`src/design/vsc_pkg.sv`:
```
// shared constants and types of the signalling configuration bank
package vsc_pkg;

   // ------------------------------------------------------------
   // serial control port
   // ------------------------------------------------------------
   localparam logic [6:0] DEV_ADDR    = 7'h44;
   localparam logic [3:0] BYTE_BITS   = 4'h8;

   // ------------------------------------------------------------
   // register offsets (subaddresses)
   // ------------------------------------------------------------
   localparam logic [7:0] ADR_WSS_LO  = 8'h26;
   localparam logic [7:0] ADR_WSS_HI  = 8'h27;
   localparam logic [7:0] ADR_RT_BS   = 8'h28;
   localparam logic [7:0] ADR_BE      = 8'h29;
   localparam logic [7:0] ADR_CG0     = 8'h2a;
   localparam logic [7:0] ADR_CG1     = 8'h2b;
   localparam logic [7:0] ADR_CG_TAIL = 8'h2c;
   localparam int         REG_COUNT   = 7;

   // ------------------------------------------------------------
   // field positions
   // ------------------------------------------------------------
   localparam int WSS_EN_BIT = 7;
   localparam int RT_COL_BIT = 7;
   localparam int RT_FIS_BIT = 6;
   localparam int CG_EN_BIT  = 7;
   localparam int POS_MSB    = 5;
   localparam int CG_BITS    = 20;
   localparam int WSS_BITS   = 14;

   // ------------------------------------------------------------
   // reset values
   // ------------------------------------------------------------
   localparam logic [7:0] RST_WSS_LO  = 8'h00;
   localparam logic [7:0] RST_WSS_HI  = 8'h00;
   localparam logic [7:0] RST_RT_BS   = 8'h21;
   localparam logic [7:0] RST_BE      = 8'h1d;
   localparam logic [7:0] RST_CG0     = 8'h00;
   localparam logic [7:0] RST_CG1     = 8'h00;
   localparam logic [7:0] RST_CG_TAIL = 8'h00;
   localparam logic [REG_COUNT-1:0][7:0] RST_REGS = {
      RST_CG_TAIL, RST_CG1, RST_CG0, RST_BE,
      RST_RT_BS, RST_WSS_HI, RST_WSS_LO};

   // ------------------------------------------------------------
   // types
   // ------------------------------------------------------------
   typedef enum logic [2:0] {
      ST_IDLE, ST_ADDR, ST_AACK, ST_DATA, ST_DACK
   } vsc_i2c_st_type;

   typedef struct packed {
      logic       valid;
      logic       first;
      logic [7:0] data;
   } vsc_byte_type;

   typedef struct packed {
      logic                  widescreen_out_enable;
      logic [WSS_BITS-1:0]   wss_word;
      logic                  rt_color_detect_select;
      logic                  rt_field_sequence_select;
      logic [POS_MSB:0]      burst_start_pos;
      logic [POS_MSB:0]      burst_end_pos;
      logic                  copy_generation_enable;
      logic [CG_BITS-1:0]    copy_generation_payload;
   } vsc_cfg_type;

endpackage

```
`src/design/vsc_regs.sv`:
```
// signalling configuration bank behind the serial control port
// Operation
// - second signalling register bit 7 enables widescreen output, reset 0.
// - first signalling register bits 7..4 give the enhanced services group.
// - first signalling register bits 3..0 give the aspect ratio group.
// - second register bits 2..0 give word bits 10..8, subtitles.
// - second register bits 5..3 give word bits 13..11, reserved group.
// - real-time register bit 7 makes the colour detection bit used while realtime_control_enable is high.
// - real-time register bit 6 picks register or input field sequence while realtime_control_enable is high.
// - six-bit burst start position, reset 33, NTSC value 25.
// - six-bit burst end position, reset 29 for both standards.
// - first payload byte goes out lsb first once cg_line_start starts the line.
// - third copy register bit 7 enables payload output, reset 0.
// - several data bytes in one write fill consecutive registers.
// - write frame is start, address, subaddress, data, acks, stop.
`timescale 1ns/1ns
module vsc_regs #(
   parameter int CG_BIT_CYCLES = 1
) (
   // clock and reset
   input  wire logic               mclk,
   input  wire logic               reset_n,
   // serial control pins
   input  wire logic               scl_in,
   input  wire logic               sda_in,
   output logic                    sda_out,
   output logic                    sda_oe,
   // real-time control input
   input  wire logic               rtc_color_bit,
   input  wire logic               rtc_field_bit,
   input  wire logic               realtime_control_enable,
   input  wire logic               field_sequence_bit,
   // line timing
   input  wire logic               line_start,
   input  wire logic               cg_line_start,
   // configuration and derived controls
   output vsc_pkg::vsc_cfg_type    cfg,
   output logic                    color_detect_used,
   output logic                    field_sequence_out,
   // copy generation serial data
   output logic                    cg_bit,
   output logic                    cg_active
);

   // ------------------------------------------------------------
   // state
   // ------------------------------------------------------------
   typedef struct packed {
      logic [vsc_pkg::REG_COUNT-1:0][7:0] regs;
      logic [7:0]                         ptr;
      vsc_pkg::vsc_cfg_type               cfg;
      logic                               col;
      logic                               fis;
   } vsc_regs_state_type;

   vsc_regs_state_type    r_q;
   vsc_regs_state_type    r_d;
   vsc_pkg::vsc_byte_type rx;

   // ------------------------------------------------------------
   // decoding helpers
   // ------------------------------------------------------------
   function automatic logic in_map(input logic [7:0] a);
      in_map = (a >= vsc_pkg::ADR_WSS_LO) && (a <= vsc_pkg::ADR_CG_TAIL);
   endfunction

   function automatic logic [2:0] reg_idx(input logic [7:0] a);
      logic [7:0] d;
      d       = a - vsc_pkg::ADR_WSS_LO;
      reg_idx = d[2:0];
   endfunction

   function automatic vsc_pkg::vsc_cfg_type to_cfg(
      input logic [vsc_pkg::REG_COUNT-1:0][7:0] g);
      vsc_pkg::vsc_cfg_type c;
      logic [7:0] hi;
      logic [7:0] lo;
      logic [7:0] rt;
      logic [7:0] tl;
      hi = g[reg_idx(vsc_pkg::ADR_WSS_HI)];
      lo = g[reg_idx(vsc_pkg::ADR_WSS_LO)];
      rt = g[reg_idx(vsc_pkg::ADR_RT_BS)];
      tl = g[reg_idx(vsc_pkg::ADR_CG_TAIL)];
      c = '0;
      c.widescreen_out_enable = hi[vsc_pkg::WSS_EN_BIT];
      c.wss_word[7:4]   = lo[7:4];
      c.wss_word[3:0]   = lo[3:0];
      c.wss_word[10:8]  = hi[2:0];
      c.wss_word[13:11] = hi[5:3];
      c.rt_color_detect_select   = rt[vsc_pkg::RT_COL_BIT];
      c.rt_field_sequence_select = rt[vsc_pkg::RT_FIS_BIT];
      c.burst_start_pos = rt[vsc_pkg::POS_MSB:0];
      c.burst_end_pos   =
         g[reg_idx(vsc_pkg::ADR_BE)][vsc_pkg::POS_MSB:0];
      c.copy_generation_enable = tl[vsc_pkg::CG_EN_BIT];
      c.copy_generation_payload = {tl[3:0],
         g[reg_idx(vsc_pkg::ADR_CG1)],
         g[reg_idx(vsc_pkg::ADR_CG0)]};
      to_cfg = c;
   endfunction

   // ------------------------------------------------------------
   // serial control port
   // ------------------------------------------------------------
   vsc_i2c_slave u_port (
      .mclk    (mclk),
      .reset_n (reset_n),
      .scl_in  (scl_in),
      .sda_in  (sda_in),
      .sda_out (sda_out),
      .sda_oe  (sda_oe),
      .rx      (rx)
   );

   // ------------------------------------------------------------
   // register file and line-aligned update
   // ------------------------------------------------------------
   always_comb begin
      r_d = r_q;
      if (rx.valid) begin
         if (rx.first) begin
            r_d.ptr = rx.data;
         end else begin
            // reserved bits are stored as written; host keeps them 0
            if (in_map(r_q.ptr)) begin
               r_d.regs[reg_idx(r_q.ptr)] = rx.data;
            end
            r_d.ptr = r_q.ptr + 8'h01;
         end
      end
      // encoder sees new values only from the next line on
      if (line_start) begin
         r_d.cfg = to_cfg(r_q.regs);
      end
      // selects act only while realtime_control_enable is high
      r_d.col = r_q.cfg.rt_color_detect_select
              & realtime_control_enable
              & rtc_color_bit;
      r_d.fis = (r_q.cfg.rt_field_sequence_select
                 && realtime_control_enable)
              ? rtc_field_bit : field_sequence_bit;
   end

   always_ff @(posedge mclk) begin
      if (!reset_n) begin
         r_q      <= '0;
         r_q.regs <= vsc_pkg::RST_REGS;
         r_q.cfg  <= to_cfg(vsc_pkg::RST_REGS);
      end else begin
         r_q <= r_d;
      end
   end

   assign cfg                = r_q.cfg;
   assign color_detect_used  = r_q.col;
   assign field_sequence_out = r_q.fis;

   // ------------------------------------------------------------
   // copy generation line
   // ------------------------------------------------------------
   vsc_cg_serial #(
      .BIT_CYCLES (CG_BIT_CYCLES)
   ) u_cg (
      .mclk      (mclk),
      .reset_n   (reset_n),
      .start     (cg_line_start),
      .enable    (r_q.cfg.copy_generation_enable),
      .payload   (r_q.cfg.copy_generation_payload),
      .cg_bit    (cg_bit),
      .cg_active (cg_active)
   );

   // ------------------------------------------------------------
   // checks
   // ------------------------------------------------------------
   AST_WSS_ENABLE: assert property (@(posedge mclk)
      disable iff (!reset_n)
      line_start |=> cfg.widescreen_out_enable
                     == $past(r_q.regs[1][vsc_pkg::WSS_EN_BIT]))
      else $error("widescreen enable not taken from its bit");

   AST_WSS_ENH: assert property (@(posedge mclk)
      disable iff (!reset_n)
      line_start |=> cfg.wss_word[7:4] == $past(r_q.regs[0][7:4]))
      else $error("enhanced services group wrong");

   AST_WSS_ASPECT: assert property (@(posedge mclk)
      disable iff (!reset_n)
      line_start |=> cfg.wss_word[3:0] == $past(r_q.regs[0][3:0]))
      else $error("aspect ratio group wrong");

   AST_WSS_SUBT: assert property (@(posedge mclk)
      disable iff (!reset_n)
      line_start |=> cfg.wss_word[10:8] == $past(r_q.regs[1][2:0]))
      else $error("subtitles group wrong");

   AST_WSS_RSVD: assert property (@(posedge mclk)
      disable iff (!reset_n)
      line_start |=> cfg.wss_word[13:11] == $past(r_q.regs[1][5:3]))
      else $error("reserved group wrong");

   AST_COLOR_SEL: assert property (@(posedge mclk)
      disable iff (!reset_n)
      color_detect_used |-> $past(cfg.rt_color_detect_select)
                            && $past(rtc_color_bit))
      else $error("colour detection used while not selected");

   AST_FIELD_SEL: assert property (@(posedge mclk)
      disable iff (!reset_n)
      ##1 field_sequence_out == ($past(cfg.rt_field_sequence_select
          && realtime_control_enable)
          ? $past(rtc_field_bit) : $past(field_sequence_bit)))
      else $error("field sequence taken from wrong source");

   AST_BS_RESET: assert property (@(posedge mclk)
      disable iff (!reset_n)
      $rose(reset_n) |-> cfg.burst_start_pos == 6'h21
                         && !cfg.copy_generation_enable)
      else $error("burst start reset value wrong");

   AST_BE_RESET: assert property (@(posedge mclk)
      disable iff (!reset_n)
      $rose(reset_n) |-> cfg.burst_end_pos == 6'h1d
                         && !cfg.widescreen_out_enable)
      else $error("burst end reset value wrong");

   AST_AUTO_INC: assert property (@(posedge mclk)
      disable iff (!reset_n)
      rx.valid && !rx.first |=> r_q.ptr == $past(r_q.ptr) + 8'h01)
      else $error("subaddress did not advance after data byte");

   AST_LINE_HOLD: assert property (@(posedge mclk)
      disable iff (!reset_n)
      !line_start ##1 reset_n |-> $stable(cfg))
      else $error("configuration changed inside a line");

   // ------------------------------------------------------------
   // register write and decode checks
   // ------------------------------------------------------------
   AST_SUB_LOAD: assert property (@(posedge mclk)
      disable iff (!reset_n)
      rx.valid && rx.first |=> r_q.ptr == $past(rx.data))
      else $error("subaddress byte not loaded into pointer");

   AST_REG_WRITE: assert property (@(posedge mclk)
      disable iff (!reset_n)
      rx.valid && !rx.first && in_map(r_q.ptr)
      |=> r_q.regs[$past(reg_idx(r_q.ptr))] == $past(rx.data))
      else $error("data byte not stored at the pointer");

   AST_REG_QUIET: assert property (@(posedge mclk)
      disable iff (!reset_n)
      !rx.valid |=> $stable(r_q.regs) && $stable(r_q.ptr))
      else $error("register bank changed without a data byte");

   AST_REGS_RESET: assert property (@(posedge mclk)
      disable iff (!reset_n)
      $rose(reset_n) |-> r_q.regs == vsc_pkg::RST_REGS)
      else $error("register bank not at defaults after reset");

   AST_BS_FIELD: assert property (@(posedge mclk)
      disable iff (!reset_n)
      line_start |=> cfg.burst_start_pos
                     == $past(r_q.regs[2][vsc_pkg::POS_MSB:0]))
      else $error("burst start not taken from its field");

   AST_BE_FIELD: assert property (@(posedge mclk)
      disable iff (!reset_n)
      line_start |=> cfg.burst_end_pos
                     == $past(r_q.regs[3][vsc_pkg::POS_MSB:0]))
      else $error("burst end not taken from its field");

   AST_CG_EN_FIELD: assert property (@(posedge mclk)
      disable iff (!reset_n)
      line_start |=> cfg.copy_generation_enable
                     == $past(r_q.regs[6][vsc_pkg::CG_EN_BIT]))
      else $error("copy generation enable not taken from its bit");

   AST_CG_PAYLOAD: assert property (@(posedge mclk)
      disable iff (!reset_n)
      line_start |=> cfg.copy_generation_payload
                     == $past({r_q.regs[6][3:0], r_q.regs[5],
                               r_q.regs[4]}))
      else $error("copy generation payload assembled wrongly");

   AST_COLOR_ON: assert property (@(posedge mclk)
      disable iff (!reset_n)
      cfg.rt_color_detect_select && realtime_control_enable
      && rtc_color_bit |=> color_detect_used)
      else $error("selected colour detection bit not used");

   AST_COLOR_NEEDS_EN: assert property (@(posedge mclk)
      disable iff (!reset_n)
      color_detect_used |-> $past(realtime_control_enable))
      else $error("colour detection used without real-time enable");

   AST_FIS_FROM_REG: assert property (@(posedge mclk)
      disable iff (!reset_n)
      !cfg.rt_field_sequence_select
      |=> field_sequence_out == $past(field_sequence_bit))
      else $error("field sequence not taken from the register bit");

endmodule

```
`src/design/vsc_i2c_slave.sv`:
```
// serial control port slave: write frames into a byte stream
`timescale 1ns/1ns
module vsc_i2c_slave (
   // clock and reset
   input  wire logic            mclk,
   input  wire logic            reset_n,
   // serial pins
   input  wire logic            scl_in,
   input  wire logic            sda_in,
   output logic                 sda_out,
   output logic                 sda_oe,
   // received bytes
   output vsc_pkg::vsc_byte_type rx
);

   typedef struct packed {
      vsc_pkg::vsc_i2c_st_type st;
      logic                    scl;
      logic                    sda;
      logic [7:0]              sh;
      logic [3:0]              cnt;
      logic                    first;
      vsc_pkg::vsc_byte_type   rx;
   } vsc_i2c_state_type;

   vsc_i2c_state_type r_q;
   vsc_i2c_state_type r_d;
   logic              rise;
   logic              fall;
   logic              start_c;
   logic              stop_c;

   always_comb begin
      r_d          = r_q;
      r_d.rx.valid = 1'b0;
      r_d.scl      = scl_in;
      r_d.sda      = sda_in;
      rise    = scl_in & ~r_q.scl;
      fall    = ~scl_in & r_q.scl;
      start_c = r_q.scl & scl_in & r_q.sda & ~sda_in;
      stop_c  = r_q.scl & scl_in & ~r_q.sda & sda_in;
      if (start_c) begin
         r_d.st    = vsc_pkg::ST_ADDR;
         r_d.cnt   = 4'h0;
         r_d.first = 1'b1;
      end else if (stop_c) begin
         r_d.st = vsc_pkg::ST_IDLE;
      end else begin
         case (r_q.st)
            vsc_pkg::ST_ADDR, vsc_pkg::ST_DATA: begin
               if (rise) begin
                  r_d.sh  = {r_q.sh[6:0], sda_in};
                  r_d.cnt = r_q.cnt + 4'h1;
               end else if (fall && r_q.cnt == vsc_pkg::BYTE_BITS) begin
                  if (r_q.st == vsc_pkg::ST_DATA) begin
                     r_d.st      = vsc_pkg::ST_DACK;
                     r_d.rx.valid = 1'b1;
                     r_d.rx.first = r_q.first;
                     r_d.rx.data  = r_q.sh;
                  // only write frames to this device are answered
                  end else if (r_q.sh[7:1] == vsc_pkg::DEV_ADDR
                               && !r_q.sh[0]) begin
                     r_d.st = vsc_pkg::ST_AACK;
                  end else begin
                     r_d.st = vsc_pkg::ST_IDLE;
                  end
               end
            end
            vsc_pkg::ST_AACK, vsc_pkg::ST_DACK: begin
               if (fall) begin
                  r_d.st  = vsc_pkg::ST_DATA;
                  r_d.cnt = 4'h0;
                  if (r_q.st == vsc_pkg::ST_DACK) begin
                     r_d.first = 1'b0;
                  end
               end
            end
            default: r_d.st = vsc_pkg::ST_IDLE;
         endcase
      end
   end

   always_ff @(posedge mclk) begin
      if (!reset_n) begin
         r_q     <= '0;
         r_q.scl <= 1'b1;
         r_q.sda <= 1'b1;
      end else begin
         r_q <= r_d;
      end
   end

   // acknowledge drives the line low for one bit time
   assign sda_oe  = (r_q.st == vsc_pkg::ST_AACK)
                 || (r_q.st == vsc_pkg::ST_DACK);
   assign sda_out = 1'b0;
   assign rx      = r_q.rx;

   AST_ACK_AFTER_FALL: assert property (@(posedge mclk)
      disable iff (!reset_n)
      $rose(sda_oe) |-> $past(r_q.scl) && !$past(scl_in)
                        && $past(r_q.cnt) == vsc_pkg::BYTE_BITS)
      else $error("acknowledge not started on eighth falling edge");

endmodule

```
`src/design/vsc_cg_serial.sv`:
```
// copy generation payload serialiser, least significant bit first
`timescale 1ns/1ns
module vsc_cg_serial #(
   parameter int BIT_CYCLES = 1
) (
   // clock and reset
   input  wire logic                        mclk,
   input  wire logic                        reset_n,
   // control
   input  wire logic                        start,
   input  wire logic                        enable,
   input  wire logic [vsc_pkg::CG_BITS-1:0] payload,
   // serial out
   output logic                             cg_bit,
   output logic                             cg_active
);

   typedef struct packed {
      logic [vsc_pkg::CG_BITS-1:0] sh;
      logic [4:0]                  cnt;
      logic [15:0]                 div;
      logic                        act;
   } vsc_cgs_state_type;

   vsc_cgs_state_type r_q;
   vsc_cgs_state_type r_d;

   always_comb begin
      r_d = r_q;
      // a payload run starts only while enabled
      if (start && enable && !r_q.act) begin
         r_d.sh  = payload;
         r_d.cnt = 5'(vsc_pkg::CG_BITS);
         r_d.div = 16'h0000;
         r_d.act = 1'b1;
      end else if (r_q.act) begin
         if (r_q.div == 16'(BIT_CYCLES - 1)) begin
            r_d.div = 16'h0000;
            r_d.sh  = r_q.sh >> 1;
            r_d.cnt = r_q.cnt - 5'h01;
            if (r_q.cnt == 5'h01) begin
               r_d.act = 1'b0;
            end
         end else begin
            r_d.div = r_q.div + 16'h0001;
         end
      end
   end

   always_ff @(posedge mclk) begin
      if (!reset_n) begin
         r_q <= '0;
      end else begin
         r_q <= r_d;
      end
   end

   assign cg_bit    = r_q.sh[0];
   assign cg_active = r_q.act;

   AST_CG_GATED: assert property (@(posedge mclk)
      disable iff (!reset_n)
      $rose(cg_active) |-> $past(enable) && $past(start))
      else $error("copy generation sent while disabled");

   AST_CG_LSB_FIRST: assert property (@(posedge mclk)
      disable iff (!reset_n)
      $rose(cg_active) |-> cg_bit == $past(payload[0]))
      else $error("copy generation did not start with its lsb");

endmodule

```
`config.mk`:
```
export PLATFORM = sky130hd
export DESIGN_NAME = vsc_regs
export DESIGN_NICKNAME = d
export VERILOG_FILES = /design/src/design/vsc_pkg.sv /design/src/design/vsc_regs.sv /design/src/design/vsc_i2c_slave.sv /design/src/design/vsc_cg_serial.sv
export SDC_FILE = /design/constraint.sdc
export NUM_CORES = 1
export LEC_CHECK = 0
export BUFFER_PORTS_ARGS = -buffer_cell sky130_fd_sc_hd__buf_2
export CORE_MARGIN = 1.5
export CORE_UTILIZATION = 60
export CTS_CLUSTER_DIAMETER = 200
export DETAILED_ROUTE_END_ITERATION = 10
export PLACE_DENSITY = 0.85
export REMOVE_ABC_BUFFERS = 1
export SYNTH_ARGS = -nofsm -noshare
export SYNTH_HDL_FRONTEND = slang
export SYNTH_SLANG_ARGS = --single-unit
export TNS_END_PERCENT = 100
```
`constraint.sdc`:
```
create_clock -name mclk -period 3.07 [get_ports mclk]
set_input_delay 0.921 -clock mclk [delete_from_list [all_inputs] [get_ports mclk]]
set_output_delay 0.921 -clock mclk [all_outputs]
set_load 0.01 [all_outputs]
```
; Word-level counts from Yosys, hierarchy flattened
; Index checks and enable logic that the tools add are counted.
[word_totals]
wordCells = 139
input_bits = 10
register_bits = 186
out_inout_bits = 56
[classes]
order_cmp = 4
bitwise_logic = 20
muxes = 30
addsub = 5
n_reduce_logical = 32
n_eq_ne = 15
[op_table]
columns = op, count
row1 = 42-bit two-way mux, 2
row2 = 56-bit bitwise mux, 1
row3 = 10-bit two-way mux, 4
row4 = 25-bit two-way mux, 1
row5 = 8-bit demux with 3-bit select, 1
row6 = 16-bit by 1-bit adder with 16-bit output (second input constant), 1
row7 = 16-bit logical NOT, 1
row8 = 16-bit two-way mux, 1
row9 = 8-bit two-way mux, 2
row10 = 3-bit two-way mux, 4
row11 = 4-bit AND reduction, 3
row12 = 2-bit nonzero test, 6
row13 = 11-bit two-way mux, 1
row14 = 1-bit NOT, 11
row15 = 1-bit bitwise AND, 9
row16 = 3-bit AND reduction, 3
row17 = 8-bit by 1-bit adder with 8-bit output (second input constant), 1
row18 = 8-bit by 6-bit greater-or-equal comparator with 1-bit output (second input constant), 1
row19 = 8-bit by 6-bit less-or-equal comparator with 1-bit output (second input constant), 1
row20 = 1-bit two-way mux, 8
row21 = 2-bit by 1-bit inequality test with 1-bit output (second input constant), 4
row22 = 4-bit by 1-bit inequality test with 1-bit output (second input constant), 2
row23 = 4-bit case mux with 2 select lines, 1
row24 = 2-bit OR reduction, 4
row25 = other kinds (24), 33

; Logic depth before layout (Yosys ltp)
[logic_depth]
ltp_word = 9
mapped_depth = 7
ltp_nobuf = 6

; Hierarchy
; From an unflattened synthesis, not the netlist that was laid out.
[unflattened]
cells_unflattened = 847
hier_area_um2 = 8054.0
[by_module_without_submodules]
columns = mod, seq_area_each_um2, instances, area_each_um2, cells_each
row1 = vsc_regs, 2202.1, 1, 4805.9, 475
row2 = vsc_cg_serial, 840.8, 1, 1984.4, 225
row3 = vsc_i2c_slave, 560.5, 1, 1263.7, 147

; Worst setup path after synthesis
; OpenSTA, ideal clock, no wires.
[synth_timing]
path_type = input port to flip-flop
from = input port scl_in
to = register u_port.r_q (netlist bit u_port.rx[1])
path_buffers = 1
t_arrival_ns = 2.071
cell_stages = 5
setup_slack_ns = 0.871
t_required_ns = 2.942
setup_ns = 0.128
path_cell_list = nand2b_1 or4_1 buf_2 mux2i_1 nor2_1
[synth_between]
elab_chain_len = 5
[synth_lines]
columns = element, line
row1 = from (decl), vsc_regs.sv:24  ; input wire logic scl_in,
row2 = 1-bit bitwise AND, "vsc_i2c_slave.sv:40, vsc_i2c_slave.sv:41"
row3 = 1-bit bitwise AND (on tied branches) (2 in series), "vsc_i2c_slave.sv:40, vsc_i2c_slave.sv:41"
row4 = 1-bit NOT (no source line), --
row5 = 6-bit AND reduction (no source line) *, --
row6 = to (signal assigned), vsc_i2c_slave.sv:89  ; r_q <= r_d;
row7 = to (decl), vsc_i2c_slave.sv:26  ; vsc_i2c_state_type r_q;
; Every way passes the cells marked *; elsewhere a longest branch is shown, timed or not.
; A chain may end at the register's enable or synchronous reset.

; Worst setup path after layout
[layout_timing]
from = register u_port.r_q[27] (netlist bit)
to = output port sda_oe
[layout_between]
elab_chain_len = 2
[layout_lines]
columns = element, line
row1 = 3-bit by 2-bit == test with 1-bit output or 3-bit == test (tied branches), "vsc_i2c_slave.sv:94, vsc_i2c_slave.sv:95"
row2 = 1-bit logical OR *, vsc_i2c_slave.sv:95  ; || (r_q.st == vsc_pkg::ST_DACK);
row3 = to (decl), vsc_regs.sv:27  ; output logic sda_oe,
; Marked as above.

==> results.json <==
{
  "fp.dieArea_um2": 13390,
  "ctsHoldBuffers": 0,
  "path_class": "reg -> out",
  "die_x_um": 115.7,
  "antenna_found_initial": 0,
  "viasPerCell": 5.743,
  "multi_input_area_um2": 3333,
  "cts_tree": "done",
  "cp_max_fo": 8,
  "synthTopCellsByArea": "dfxtp_1 47%, mux2i_1 13%, nor2_1 5.7%",
  "drt_wl_total_um": 15630,
  "finClkSkew_ns": 0.006608,
  "cts_buffer_depth": 2,
  "io_buffers": 64,
  "reg2reg_from": "u_cg.r_q[1]$_SDFFE_PP0P_",
  "vias": 5766,
  "grtUsageTotal_pct": 24.16,
  "clk_pin_slew_ns": 0.06,
  "seq_area_um2": 3603,
  "worst_pin_slew_ns": 0.8069,
  "power.density_nw_per_um2": 566.8,
  "start_util_pct": 62.41,
  "drt_iter0_drc": 424,
  "syn2layout_area_growth_pct": 8.537,
  "gp_congestion": 0.8868,
  "grt_pass1_vias": 5383,
  "ant_nets": 0,
  "layout-drive-gt1-share_pct": 13.76,
  "drc": 0,
  "nets": 841,
  "cts_resized": 0,
  "grt_max_degree": 77,
  "coreArea_um2": 12210,
  "period_minus_slack_ns": 2.474,
  "final.fill_count": 978,
  "synth.largest_area_cell": "dfxtp_1",
  "async_flop_share_pct": 0,
  "hold_viol_final": 0,
  "io_pins": 66,
  "ys_seq_area_share_pct": 47.28,
  "cts-root-buf": "clkbuf_16",
  "rows": 40,
  "rsz0062_at_grt": "false",
  "synth_area_um2": 7621,
  "fmax_mhz": 404.2,
  "insertion_delay_ns": 0.43,
  "fin_crit_sh_pct": 80.58,
  "n_antenna_cell": 0,
  "power_leakage_nw": 3.331,
  "reg2regPathDepth": 6,
  "hold_depth": 2,
  "die_h_um": 115.7,
  "cts.htree.levels": 4,
  "finalSetupViolCount": 0,
  "yosys.cell_types.count": 54,
  "cts.sinks": 180,
  "status": "finished, final reports clean",
  "slew_headroom_pct": 45.80,
  "synth.top_cell.area_share_pct": 47.28,
  "r2r-end": "u_cg.r_q[40]$_SDFFE_PN0P_",
  "end_kind": "primary output",
  "regToRegSetupSlack_ns": 0.75,
  "place_hpwl_um": 9980,
  "worstPathArrival_ns": 1.55,
  "crit_required_ns": 2.15,
  "gr-total-overflow": 0,
  "maxSlewViolCount": 0,
  "vdd_ir_drop_max_mv": 0.3369,
  "synth_ff_type": "dfxtp_1",
  "numCtsBuffers": 17,
  "finish.utilization_pct": 67.74,
  "cap_violations": 0,
  "syn_area_per_cell_um2": 9.138,
  "first_pass_iters": 5,
  "hold_ws_ns": 0.4600,
  "post_cts_buffers": 0,
  "grt_pass1_wl_um": 25470,
  "synth_cells": 834,
  "critPathLaunchType": "flip-flop",
  "synth_edf_count": 0,
  "synth_warnings": 0,
  "hp-class": "reg -> reg",
  "hold_start": "r_q[96]$_SDFFE_PN0P_",
  "ys_seq_elements": 180,
  "min_to": "r_q[96]$_SDFFE_PN0P_",
  "drt-wirelength-per-cell_um": 15.56
}
[metal layers]
metal  share of wire [%]  routed length [um]  GRT usage [%]
met3                 4.4                 694          6.015
met1                  46                7246          30.09
met2                  48                7479          40.59
met4                 1.3                 204          9.268
met5                   0                   0              0
[layout by cell type (no fill, tap or decap), types with 4 or more instances in the layout]
cell	Yosys	layout
clkbuf_8	0	4
nand4_1	12	12
and3_1	4	4
inv_1	19	18
clkbuf_16	0	17
xor2_1	4	4
nor3_1	8	8
nand3b_1	4	4
nor2_1	116	116
clkinv_2	0	4
nand3_1	45	45
mux2i_1	98	98
buf_2	13	64
nand2_1	60	60
buf_4	51	13
o21ai_0	15	15
ha_1	8	8
a22oi_1	24	24
nand2b_1	4	4
dfxtp_1	180	180
a21oi_1	53	53
xnor2_1	13	13
nor4_1	9	9
[synthesized netlist by cell type (all sizes together) (13+ instances only)]
cell,number
a21oi,53
a22oi,24
buf,73
clkbuf,35
dfxtp,180
inv,19
mux2i,98
nand2,60
nand3,45
nor2,116
o21ai,15
xnor2,13
[sequential cells by signal, summed over array words and instances, names as in the netlist]
signal,flops
r_q,58
cfg,50
u_cg.r_q,40
u_port.r_q,18
u_port.rx,10
color_detect_used,1
field_sequence_out,1
u_cg.cg_active,1
u_cg.cg_bit,1
[cell families (layout without fill, tap and decap cells)]
| group | count (synthesis) | after routing | share of synthesized area, % |
|---|---|---|---|
| AND/OR/NAND/NOR | 285 | 285 | 17.96 |
| multiplexers | 98 | 98 | 12.87 |
| adder cells (fa/ha/maj) | 8 | 8 | 1.313 |
| buffers and inverters | 127 | 129 | 8.981 |
| other | 1 | 1 | 0.04921 |
| flip-flops | 180 | 180 | 47.28 |
| AO/OA/AOI/OAI | 118 | 118 | 9.588 |
| XOR/XNOR | 17 | 17 | 1.954 |
[report_power, final]
group / total, W / internal (W) / switching (W)
logic: 0.000110 / 0.0000353 / 0.0000743
registers: 0.00235 / 0.00234 / 0.00000712
clock network: 0.00223 / 0.00136 / 0.000870
[worst max-delay path, cell delays in order (launching register included)]
cell and delay (ns):
dfxtp_1 0.50, xnor2_1 0.19, nor2_1 0.25, buf_2 0.19
[metrics by stage]
step	total power (W)	worst slack, ns	cell area [um^2]	TNS (ns)	cells
2_1_floorplan	0.002452	-0.2093	7008	-10.98	726
3_3_place_gp	0.002507	0.5579	7659	0	972
3_5_place_dp	0.002508	0.5086	7659	0	972
4_1_cts	0.004709	0.6093	8272	0	1004
5_1_grt	0.004812	0.5148	8272	0	1004
6_report	0.004688	0.5962	8272	0	1004
[layout make-up]
| cell class | count | share of cell area (%) |
|---|---|---|
| Clock buffer | 23 | 5.899 |
| Multi-Input combinational cell | 527 | 40.30 |
| Tap cell | 168 | 2.541 |
| Sequential cell | 180 | 43.56 |
| Inverter | 19 | 0.8925 |
| Clock inverter | 9 | 1.513 |
| Timing Repair Buffer | 78 | 5.294 |
[worst max-delay path by stage]
stage	from	to
6_report	u_port.r_q[27]$_SDFFE_PP0P_	sda_oe
2_1_floorplan	reset_n	r_q[59]$_SDFFE_PN0P_
3_3_place_gp	scl_in	u_port.rx[6]$_SDFFE_PN0P_
4_1_cts	u_port.r_q[27]$_SDFFE_PP0P_	sda_oe
3_5_place_dp	scl_in	u_port.rx[7]$_SDFFE_PN0P_
5_1_grt	u_port.r_q[27]$_SDFFE_PP0P_	sda_oe
Power figures use the tool's default switching activity.
